$ cat config.mk
export PLATFORM = sky130hd
export DESIGN_NAME = cantc_core
export DESIGN_NICKNAME = d
export VERILOG_FILES = /design/src/cantc_pkg.sv /design/src/cantc_stream_if.sv /design/src/cantc_dom_timer.sv /design/src/cantc_fifo.sv /design/src/cantc_core.sv
export SDC_FILE = /design/constraint.sdc
export NUM_CORES = 1
export LEC_CHECK = 0
export ABC_CLOCK_PERIOD_IN_PS = 2000
export CAP_MARGIN = 10
export CORE_AREA = 2 2 85 87
export CTS_CLUSTER_SIZE = 28
export DETAILED_ROUTE_END_ITERATION = 6
export DIE_AREA = 0 0 87 89
export DONT_BUFFER_PORTS = 1
export PLACE_DENSITY = 0.8
export SKIP_LAST_GASP = 1
export SYNTH_ARGS = -nofsm -noshare
export SYNTH_HDL_FRONTEND = slang
export SYNTH_SLANG_ARGS = --single-unit
$ cat constraint.sdc
create_clock -name i_clk_sys -period 2 [get_ports i_clk_sys]
set_clock_uncertainty 0.2 [all_clocks]
set_input_delay 0.2 -clock i_clk_sys [delete_from_list [all_inputs] [get_ports i_clk_sys]]
set_output_delay 0.2 -clock i_clk_sys [all_outputs]
set_load 0.01 [all_outputs]
$ cat src/cantc_pkg.sv
// cantc_pkg: shared constants of the transceiver control block.
// assumes a 25 MHz system clock; the parameter defaults of the FIFO, timer and stream interface repeat some of these numbers.
package cantc_pkg;

  // ****************************************************************
  // timebase
  // ****************************************************************
  localparam int CLK_PERIOD_NS = 40;
  localparam int TIMEOUT_NS    = 1250000;
  // least time, so round up to whole cycles
  localparam int TIMEOUT_CYC   =
    (TIMEOUT_NS + CLK_PERIOD_NS - 1) / CLK_PERIOD_NS;
  localparam int TIMER_W       = 16;

  // ****************************************************************
  // receive event stream
  // ****************************************************************
  localparam int EVT_W      = 4;
  localparam int EVT_DEPTH  = 8;
  localparam int EVT_BUS    = 0;
  localparam int EVT_DRIVE  = 1;
  localparam int EVT_MODE   = 2;

  // ****************************************************************
  // values after reset
  // ****************************************************************
  localparam logic RST_TXD  = 1'h1;
  localparam logic RST_RXD  = 1'h1;

  // ****************************************************************
  // modes and supply states
  // ****************************************************************
  typedef enum logic [1:0] {
    MODE_FAST    = 2'b00,
    MODE_SLOPE   = 2'b01,
    MODE_STANDBY = 2'b10
  } cantc_mode_t;

  typedef enum logic [1:0] {
    PWR_OFF      = 2'b00,
    PWR_WAIT_TXH = 2'b01,
    PWR_ACTIVE   = 2'b10
  } cantc_pwr_t;

endpackage

$ cat src/cantc_stream_if.sv
// cantc_stream_if: valid/ready word stream between the block's modules.
// assumes source and sink share one clock.
`timescale 1ns/100ps
interface cantc_stream_if #(
  parameter int W = 4
);
  logic         valid;
  logic         ready;
  logic [W-1:0] data;

  // producer drives valid and data, consumer drives ready
  modport src (output valid, output data, input ready);
  modport snk (input valid, input data, output ready);
endinterface

$ cat src/cantc_dom_timer.sv
// cantc_dom_timer: counts cycles of a continuous low on transmit data.
// assumes the low flag is already synchronised to i_clk_sys.
`timescale 1ns/100ps
module cantc_dom_timer #(
  parameter int W = 16
) (
  // clock and reset
  input  wire logic         i_clk_sys,
  input  wire logic         i_resetn,
  // control
  input  wire logic [W-1:0] i_limit,
  input  wire logic         i_low,
  // status
  output logic              o_expired
);

  logic [W-1:0] count;

  // saturating count; any high level restarts it from zero
  always_ff @(posedge i_clk_sys) begin
    if (!i_resetn || !i_low) begin
      count <= '0;
    end else if (count != i_limit) begin
      count <= count + W'(1);
    end
  end

  // limit reached means the low has lasted longer than the limit
  always_ff @(posedge i_clk_sys) begin
    if (!i_resetn) begin
      o_expired <= 1'b0;
    end else begin
      o_expired <= i_low && (count == i_limit);
    end
  end

endmodule

$ cat src/cantc_fifo.sv
// cantc_fifo: small synchronous FIFO with valid/ready on both sides.
// assumes one clock; full and empty are exact, no overwrite.
`timescale 1ns/100ps
module cantc_fifo #(
  parameter int W     = 4,
  parameter int DEPTH = 8
) (
  // clock and reset
  input  wire logic i_clk_sys,
  input  wire logic i_resetn,
  // streams
  cantc_stream_if.snk in_s,
  cantc_stream_if.src out_s
);

  localparam int AW = $clog2(DEPTH);

  logic [W-1:0] mem [DEPTH];
  logic [AW-1:0] wr_ptr;
  logic [AW-1:0] rd_ptr;
  logic [AW:0]   fill;
  logic          push;
  logic          pop;

  // handshakes are combinational so back-pressure reaches the source
  assign in_s.ready  = (fill != (AW+1)'(DEPTH));
  assign out_s.valid = (fill != '0);
  assign out_s.data  = mem[rd_ptr];
  assign push = in_s.valid && in_s.ready;
  assign pop  = out_s.valid && out_s.ready;

  // storage
  always_ff @(posedge i_clk_sys) begin
    if (push) begin
      mem[wr_ptr] <= in_s.data;
    end
  end

  // pointers wrap at depth; depth is kept a power of two
  always_ff @(posedge i_clk_sys) begin
    if (!i_resetn) begin
      wr_ptr <= '0;
      rd_ptr <= '0;
      fill   <= '0;
    end else begin
      if (push) begin
        wr_ptr <= wr_ptr + AW'(1);
      end
      if (pop) begin
        rd_ptr <= rd_ptr + AW'(1);
      end
      fill <= fill + (AW+1)'(push) - (AW+1)'(pop);
    end
  end

endmodule

$ cat src/cantc_core.sv
// cantc_core: digital control of a high-speed CAN transceiver.
// assumes analog comparators deliver mode, supply and temperature levels
// as asynchronous pins; the bus wire level is resolved outside from oe.
//
// Function
// transmit low drives dominant, high leaves recessive
// other node's dominant overrides our recessive
// receive output follows resolved bus continuously
// receive reads zero on foreign dominant bits
// over-temperature disables only the bus drivers
// mode pin decodes standby, slope, fast
// standby keeps transmitter off, receive still works
// controller may wake transceiver via mode pin
// long transmit low disables both drivers
// drivers stay off until transmit rises again
// controller keeps bit time under the maximum
// bus stays undriven until supply good
// low transmit at power-good holds drivers off
// brown-out returns bus lines to undriven
// controller stays within maximum bus rate
// floating transmit input reads as high
// timeout counter runs on own timebase; the code counts cycles of i_clk_sys instead
`timescale 1ns/100ps
module cantc_core #(
  parameter int P_TIMEOUT_CYC = cantc_pkg::TIMEOUT_CYC,
  parameter int P_EVT_W       = cantc_pkg::EVT_W,
  parameter int P_EVT_DEPTH   = cantc_pkg::EVT_DEPTH
) (
  // clock and reset
  input  wire logic               i_clk_sys,
  input  wire logic               i_resetn,
  // controller side
  input  wire logic               i_txd,
  input  wire logic               i_txd_float,
  output logic                    o_rxd,
  // mode select comparators
  input  wire logic               i_ms_above_hi,
  input  wire logic               i_ms_below_lo,
  // supply and temperature monitors
  input  wire logic               i_por_rise_threshold,
  input  wire logic               i_brownout_threshold,
  input  wire logic               i_overtemp,
  // bus side
  input  wire logic               i_bus_dom_other,
  output logic                    o_canh_o,
  output logic                    o_canh_oe,
  output logic                    o_canl_o,
  output logic                    o_canl_oe,
  // status
  output logic [1:0]              o_mode,
  output logic                    o_slope_limit,
  output logic                    o_drv_enable,
  output logic                    o_timeout,
  output logic                    o_pwr_active,
  // receive event stream
  output logic                    o_evt_valid,
  output logic [P_EVT_W-1:0]      o_evt_data,
  input  wire logic               i_evt_ready,
  output logic                    o_evt_fill_ready,
  output logic                    o_evt_overrun,
  input  wire logic               i_evt_overrun_clr
);

  // ****************************************************************
  // pin synchronisers
  // ****************************************************************

  logic txd_m;
  logic txd_s;
  logic flt_m;
  logic flt_s;
  logic hi_m;
  logic hi_s;
  logic lo_m;
  logic lo_s;
  logic por_m;
  logic por_s;
  logic bo_m;
  logic bo_s;
  logic ot_m;
  logic ot_s;
  logic oth_m;
  logic oth_s;

  // two flops per pin; the first stage feeds only the second
  // transmit resets high, as the pull-up would show it
  always_ff @(posedge i_clk_sys) begin
    if (!i_resetn) begin
      txd_m <= cantc_pkg::RST_TXD;
      txd_s <= cantc_pkg::RST_TXD;
      flt_m <= 1'b0;
      flt_s <= 1'b0;
    end else begin
      txd_m <= i_txd;
      txd_s <= txd_m;
      flt_m <= i_txd_float;
      flt_s <= flt_m;
    end
  end

  // mode comparators
  always_ff @(posedge i_clk_sys) begin
    if (!i_resetn) begin
      hi_m <= 1'b0;
      hi_s <= 1'b0;
      lo_m <= 1'b0;
      lo_s <= 1'b0;
    end else begin
      hi_m <= i_ms_above_hi;
      hi_s <= hi_m;
      lo_m <= i_ms_below_lo;
      lo_s <= lo_m;
    end
  end

  // supply, temperature and foreign bus level
  always_ff @(posedge i_clk_sys) begin
    if (!i_resetn) begin
      por_m <= 1'b0;
      por_s <= 1'b0;
      bo_m  <= 1'b1;
      bo_s  <= 1'b1;
      ot_m  <= 1'b0;
      ot_s  <= 1'b0;
      oth_m <= 1'b0;
      oth_s <= 1'b0;
    end else begin
      por_m <= i_por_rise_threshold;
      por_s <= por_m;
      bo_m  <= i_brownout_threshold;
      bo_s  <= bo_m;
      ot_m  <= i_overtemp;
      ot_s  <= ot_m;
      oth_m <= i_bus_dom_other;
      oth_s <= oth_m;
    end
  end

  // ****************************************************************
  // transmit level and edge
  // ****************************************************************

  logic tx_high;
  logic tx_high_d;
  logic tx_rise;

  // an unconnected pin counts as high, hence recessive
  assign tx_high = txd_s || flt_s;

  // previous level for the rising-edge test
  always_ff @(posedge i_clk_sys) begin
    if (!i_resetn) begin
      tx_high_d <= cantc_pkg::RST_TXD;
    end else begin
      tx_high_d <= tx_high;
    end
  end

  assign tx_rise = tx_high && !tx_high_d;

  // ****************************************************************
  // mode decode
  // ****************************************************************

  cantc_pkg::cantc_mode_t mode;
  cantc_pkg::cantc_mode_t next_mode;

  // high wins over low: a contradictory pair stays safe in standby
  always_comb begin
    if (hi_s) begin
      next_mode = cantc_pkg::MODE_STANDBY;
    end else if (lo_s) begin
      next_mode = cantc_pkg::MODE_FAST;
    end else begin
      next_mode = cantc_pkg::MODE_SLOPE;
    end
  end

  // leaving standby is just a mode pin change
  always_ff @(posedge i_clk_sys) begin
    if (!i_resetn) begin
      mode <= cantc_pkg::MODE_STANDBY;
    end else begin
      mode <= next_mode;
    end
  end

  // ****************************************************************
  // supply gating
  // ****************************************************************

  cantc_pkg::cantc_pwr_t pwr;
  cantc_pkg::cantc_pwr_t next_pwr;

  // power-on waits for supply good and then for a high transmit level
  always_comb begin
    next_pwr = pwr;
    case (pwr)
      cantc_pkg::PWR_OFF: begin
        if (por_s && !bo_s) begin
          if (tx_high) begin
            next_pwr = cantc_pkg::PWR_ACTIVE;
          end else begin
            next_pwr = cantc_pkg::PWR_WAIT_TXH;
          end
        end
      end
      cantc_pkg::PWR_WAIT_TXH: begin
        if (bo_s) begin
          next_pwr = cantc_pkg::PWR_OFF;
        end else if (tx_high) begin
          next_pwr = cantc_pkg::PWR_ACTIVE;
        end
      end
      cantc_pkg::PWR_ACTIVE: begin
        if (bo_s) begin
          next_pwr = cantc_pkg::PWR_OFF;
        end
      end
      default: begin
        next_pwr = cantc_pkg::PWR_OFF;
      end
    endcase
  end

  // reset is the power-on condition, so start undriven
  always_ff @(posedge i_clk_sys) begin
    if (!i_resetn) begin
      pwr <= cantc_pkg::PWR_OFF;
    end else begin
      pwr <= next_pwr;
    end
  end

  // ****************************************************************
  // permanent-dominant timeout
  // ****************************************************************

  logic expired;
  logic timeout;

  // counter on the system clock; limit is the least timeout
  cantc_dom_timer #(
    .W (cantc_pkg::TIMER_W)
  ) u_timer (
    .i_clk_sys (i_clk_sys),
    .i_resetn  (i_resetn),
    .i_limit   (cantc_pkg::TIMER_W'(P_TIMEOUT_CYC)),
    .i_low     (!tx_high),
    .o_expired (expired)
  );

  // latch the trip; only a rising transmit edge releases it
  always_ff @(posedge i_clk_sys) begin
    if (!i_resetn) begin
      timeout <= 1'b0;
    end else if (tx_rise) begin
      timeout <= 1'b0;
    end else if (expired) begin
      timeout <= 1'b1;
    end
  end

  // ****************************************************************
  // bus drivers
  // ****************************************************************

  logic drv_en;
  logic drive_dom;

  // overheating drops only the drivers, receive keeps running
  assign drv_en = (pwr == cantc_pkg::PWR_ACTIVE)
               && !timeout
               && !ot_s
               && (mode != cantc_pkg::MODE_STANDBY);

  // dominant only on a low transmit level
  assign drive_dom = drv_en && !tx_high;

  // both lines switch together; recessive means both undriven
  always_ff @(posedge i_clk_sys) begin
    if (!i_resetn) begin
      o_canh_oe <= 1'b0;
      o_canl_oe <= 1'b0;
    end else begin
      o_canh_oe <= drive_dom;
      o_canl_oe <= drive_dom;
    end
  end

  // when enabled, high line pulls up and low line pulls down
  assign o_canh_o = 1'b1;
  assign o_canl_o = 1'b0;

  // ****************************************************************
  // receive path
  // ****************************************************************

  logic bus_dom;
  logic bus_dom_d;

  // wired-dominant: any driver makes the bus dominant
  assign bus_dom = o_canh_oe || oth_s;

  // low while dominant, also in standby and for foreign bits
  always_ff @(posedge i_clk_sys) begin
    if (!i_resetn) begin
      o_rxd     <= cantc_pkg::RST_RXD;
      bus_dom_d <= 1'b0;
    end else begin
      o_rxd     <= !bus_dom;
      bus_dom_d <= bus_dom;
    end
  end

  // ****************************************************************
  // bus event buffer
  // ****************************************************************

  cantc_stream_if #(.W(P_EVT_W)) evt_in ();
  cantc_stream_if #(.W(P_EVT_W)) evt_out ();

  // one word per bus level change, with drive and mode context
  always_comb begin
    evt_in.data = '0;
    evt_in.data[cantc_pkg::EVT_BUS]   = bus_dom;
    evt_in.data[cantc_pkg::EVT_DRIVE] = o_canh_oe;
    evt_in.data[cantc_pkg::EVT_MODE +: 2] = mode;
  end
  assign evt_in.valid = (bus_dom != bus_dom_d);

  cantc_fifo #(
    .W     (P_EVT_W),
    .DEPTH (P_EVT_DEPTH)
  ) u_fifo (
    .i_clk_sys (i_clk_sys),
    .i_resetn  (i_resetn),
    .in_s      (evt_in),
    .out_s     (evt_out)
  );

  assign o_evt_valid      = evt_out.valid;
  assign o_evt_data       = evt_out.data;
  assign evt_out.ready    = i_evt_ready;
  assign o_evt_fill_ready = evt_in.ready;

  // events are never held back: a full buffer drops them and says so
  // a new loss in the clear cycle wins over the clear
  always_ff @(posedge i_clk_sys) begin
    if (!i_resetn) begin
      o_evt_overrun <= 1'b0;
    end else if (evt_in.valid && !evt_in.ready) begin
      o_evt_overrun <= 1'b1;
    end else if (i_evt_overrun_clr) begin
      o_evt_overrun <= 1'b0;
    end
  end

  // ****************************************************************
  // status
  // ****************************************************************

  // registered copies so status never glitches
  always_ff @(posedge i_clk_sys) begin
    if (!i_resetn) begin
      o_mode        <= cantc_pkg::MODE_STANDBY;
      o_slope_limit <= 1'b0;
      o_drv_enable  <= 1'b0;
      o_timeout     <= 1'b0;
      o_pwr_active  <= 1'b0;
    end else begin
      o_mode        <= mode;
      o_slope_limit <= (mode == cantc_pkg::MODE_SLOPE);
      o_drv_enable  <= drv_en;
      o_timeout     <= timeout;
      o_pwr_active  <= (pwr == cantc_pkg::PWR_ACTIVE);
    end
  end

endmodule

==> results.py <==
metrics = {
    "sta": {
        "setup-tns-final_ps": -373,
        "finalSetupViolations": 15,
        "rsz0062_at_grt": "true",
        "slew-limit-headroom_pct": 33.0,
        "period_share_pct": 104,
        "worst_pin_slew_ps": 1000,
        "fmax_mhz": 481,
        "period_minus_slack_ps": 2080,
        "fin_ws_ps": -79.2,
        "finalHoldViolations": 0,
        "slew_violations": 0,
    },
    "synth": {
        "synth-edff-count": 32,
        "ys_warn_count": 0,
        "avgSynthCellArea_um2": 12.3,
        "synth_nets": 326,
        "netlist_instances": 304,
        "yosys_register_bits": 94,
        "syn_area_um2": 3730,
        "yosys_most_used_dff": "dfxtp_1",
        "ys_seq_area_share_pct": 59.1,
        "synthDistinctLibCells": 51,
        "synthArstFlopShare_pct": 0,
    },
    "worst_setup_path": {
        "crit_arrival_ps": 2190,
        "rr_worst_depth": 8,
        "cp.required_ps": 2110,
        "worstSetupPathType": "reg2reg",
        "cp_max_fo": 3,
        "crit_path_end_kind": "flip-flop",
        "start_kind": "flip-flop",
    },
    "min_path": {
        "min_path_type": "in2reg",
        "holdPathStages": 3,
    },
    "clocking": {
        "cts_tree": "built",
        "numCtsBuffers": 9,
        "h-tree-depth": 3,
        "cts.clk_slew.worst_paths_ps": 100,
        "clockBufferDepth": 2,
        "worstSkewPairLatency_ps": 370,
        "clkSinkCount": 94,
        "cts_root_buffer": "clkbuf_8",
    },
    "finish": {
        "antenna_cells": 0,
        "final_area_um2": 4470,
        "layout-drive-gt1-share_pct": 25.5,
        "nets": 362,
        "utilization_pct": 66.5,
        "syn_to_final_growth_pct": 19.9,
    },
    "status": {
        "violations": "negative setup slack",
        "status": "finished with violations",
    },
    "place": {
        "gp_congestion": 0.758,
        "hpwlAfterDp_mm": 4.33,
        "place_ws_ps": -55.2,
        "port_buffers": 0,
        "place_area_um2": 3980,
    },
    "die": {
        "die_x_um": 87,
        "core_area_um2": 6720,
        "die_y_um": 89,
        "rows": 30,
        "top_level_ports": 30,
        "dieArea_um2": 7740,
        "start_util_pct": 55.5,
    },
    "drt": {
        "first_pass_iters": 5,
        "vias_per_cell": 5.44,
        "wl_per_cell_um": 15.2,
        "drt_iter0_markers": 152,
        "antenna_left": 0,
        "drc": 0,
        "drt_wl_total_mm": 6.46,
        "vias": 2310,
    },
    "pwr": {
        "power.leakage_uw": 0.00160,
        "cellPowerDensity_nw_per_um2": 972,
        "max-vdd-ir-drop_uv": 512,
    },
    "grt": {
        "grt_usage_pct": 18.2,
        "globalRouteOverflowTotal": 0,
        "grt_pass1_wl_mm": 10.7,
        "grt_max_degree": 33,
        "antenna_found_initial": 0,
        "grt_pass1_vias": 2297,
    },
    "job": {
        "max-cap-violations": 0,
    },
}
## layer usage
metal | share of wire [%] | up-vias | wire length [µm] | track usage [%]
li1 | - | 1156 | - | -
met1 | 43 | 1101 | 2790 | 21.2
met2 | 51 | 40 | 3280 | 30.9
met3 | 3.3 | 13 | 212 | 4.25
met4 | 2.8 | 0 | 178 | 11.1
met5 | 0 | - | 0 | 0
## sequential cells by signal, indices dropped and copies added (netlist names), 2 cells and up, named ones only
name           cells
pwr                2
o_mode             2
mode               2
u_fifo.rd_ptr      3
u_timer.count     16
u_fifo.fill        4
u_fifo.wr_ptr      3
u_fifo.mem        32
## cell usage after synthesis, types with 2 or more instances
master    instances  area share [%]
nand3b_1          2            0.40
nand3_2           2            0.54
nor4b_1           2            0.47
nand2_1          17             1.7
nor3_1            6            0.81
mux2_2            5             1.5
o31ai_1           3            0.60
nand3_1           7            0.94
inv_1            12             1.2
mux4_2            8             4.8
nand2b_1         17             2.9
nor2_1           15             1.5
a21oi_1          11             1.5
or2_2             2            0.34
xnor2_1           2            0.47
inv_2             2            0.20
nor3b_1           2            0.40
and2_1           17             2.9
ha_1              9             3.0
nor4_2            3             1.0
or3_1             5            0.84
edfxtp_1         32              26
clkbuf_1          4            0.40
buf_4             4            0.81
conb_1            2            0.20
mux2i_1          11             3.0
nand4_1           4            0.67
or4_1             3            0.60
buf_2             3            0.40
o21ai_0           9             1.2
o21a_1            2            0.40
dfxtp_1          62              33
## power breakdown
group / switching (µW) / leakage (µW) / internal (µW)
clock network: 690 / 0.000102 / 595
registers: 96.8 / 0.000797 / 2070
logic: 383 / 0.000700 / 509
## placed cells by master (no fill, tap or decap), types with 6 or more instances in the layout
master	instances
dfxtp_1	59
edfxtp_1	32
buf_4	18
nand2_1	17
nand2b_1	17
and2_1	17
nor2_1	12
dlygate4sd3_1	12
mux2i_1	11
a21oi_1	10
inv_1	9
clkbuf_8	9
mux4_2	8
o21ai_0	7
nand3_1	6
ha_1	6
## through the flow
| stage | total power (µW) | hold WS (ps) | instances |
|---|---|---|---|
| 2_1_floorplan | 2710 | 101 | 304 |
| 3_3_place_gp | 2860 | 83.6 | 392 |
| 3_5_place_dp | 2900 | 85.6 | 392 |
| 4_1_cts | 4300 | 26.2 | 426 |
| 5_1_grt | 4540 | 25.0 | 425 |
| 6_report | 4340 | 32.8 | 425 |
## repair_timing
item / 4_1_cts / 5_1_grt
hold buffers: 13 / 0
hold endpoints to repair: 44 / 0
pin swaps: 2 / 2
endpoints found under the setup margin: 7 / 45
buffers inserted: 5 / 3
resized for setup: 10 / 20
## logic make-up (layout without fill, tap and decap cells)
logic type | Yosys count | after routing | share of synthesized area [%]
other | 2 | 2 | 0.202
muxes | 24 | 24 | 9.30
buffers and inverters | 25 | 66 | 3.02
adders and majority gates | 10 | 10 | 3.56
xor gates and xnor gates | 3 | 3 | 0.705
AOI/OAI and AO/OA | 32 | 32 | 5.47
and+or+nand+nor | 114 | 114 | 18.6
DFF | 94 | 94 | 59.1
## final timing paths
kind	start	to	slack [ps]
max reg2reg	u_fifo.fill[2]	u_fifo.fill[1]	-80
max	u_fifo.fill[2]	u_fifo.fill[1]	-80
min reg2reg	lo_s	mode[0]	200
min	i_evt_ready	u_fifo.fill[0]	30
## worst max-delay path, cell delays in order (launching register included)
cell and delay [ps]:
dfxtp_2 330, inv_4 80, ha_4 130, or3b_4 400, nand3_4 90, inv_4 40
ha_4 150, fa_2 510, and2_1 110
## final cells by class
| cell class | count | area, µm² |
|---|---|---|
| clock buffer | 9 | 124 |
| clock inverter | 7 | 80.1 |
| fill | 490 | 2250 |
| inverter | 14 | 57.6 |
| multi-input combinational | 185 | 1570 |
| sequential | 94 | 2210 |
| tap | 80 | 100 |
| timing repair buffer | 36 | 333 |
No activity file was read; power rests on OpenSTA's default activity.
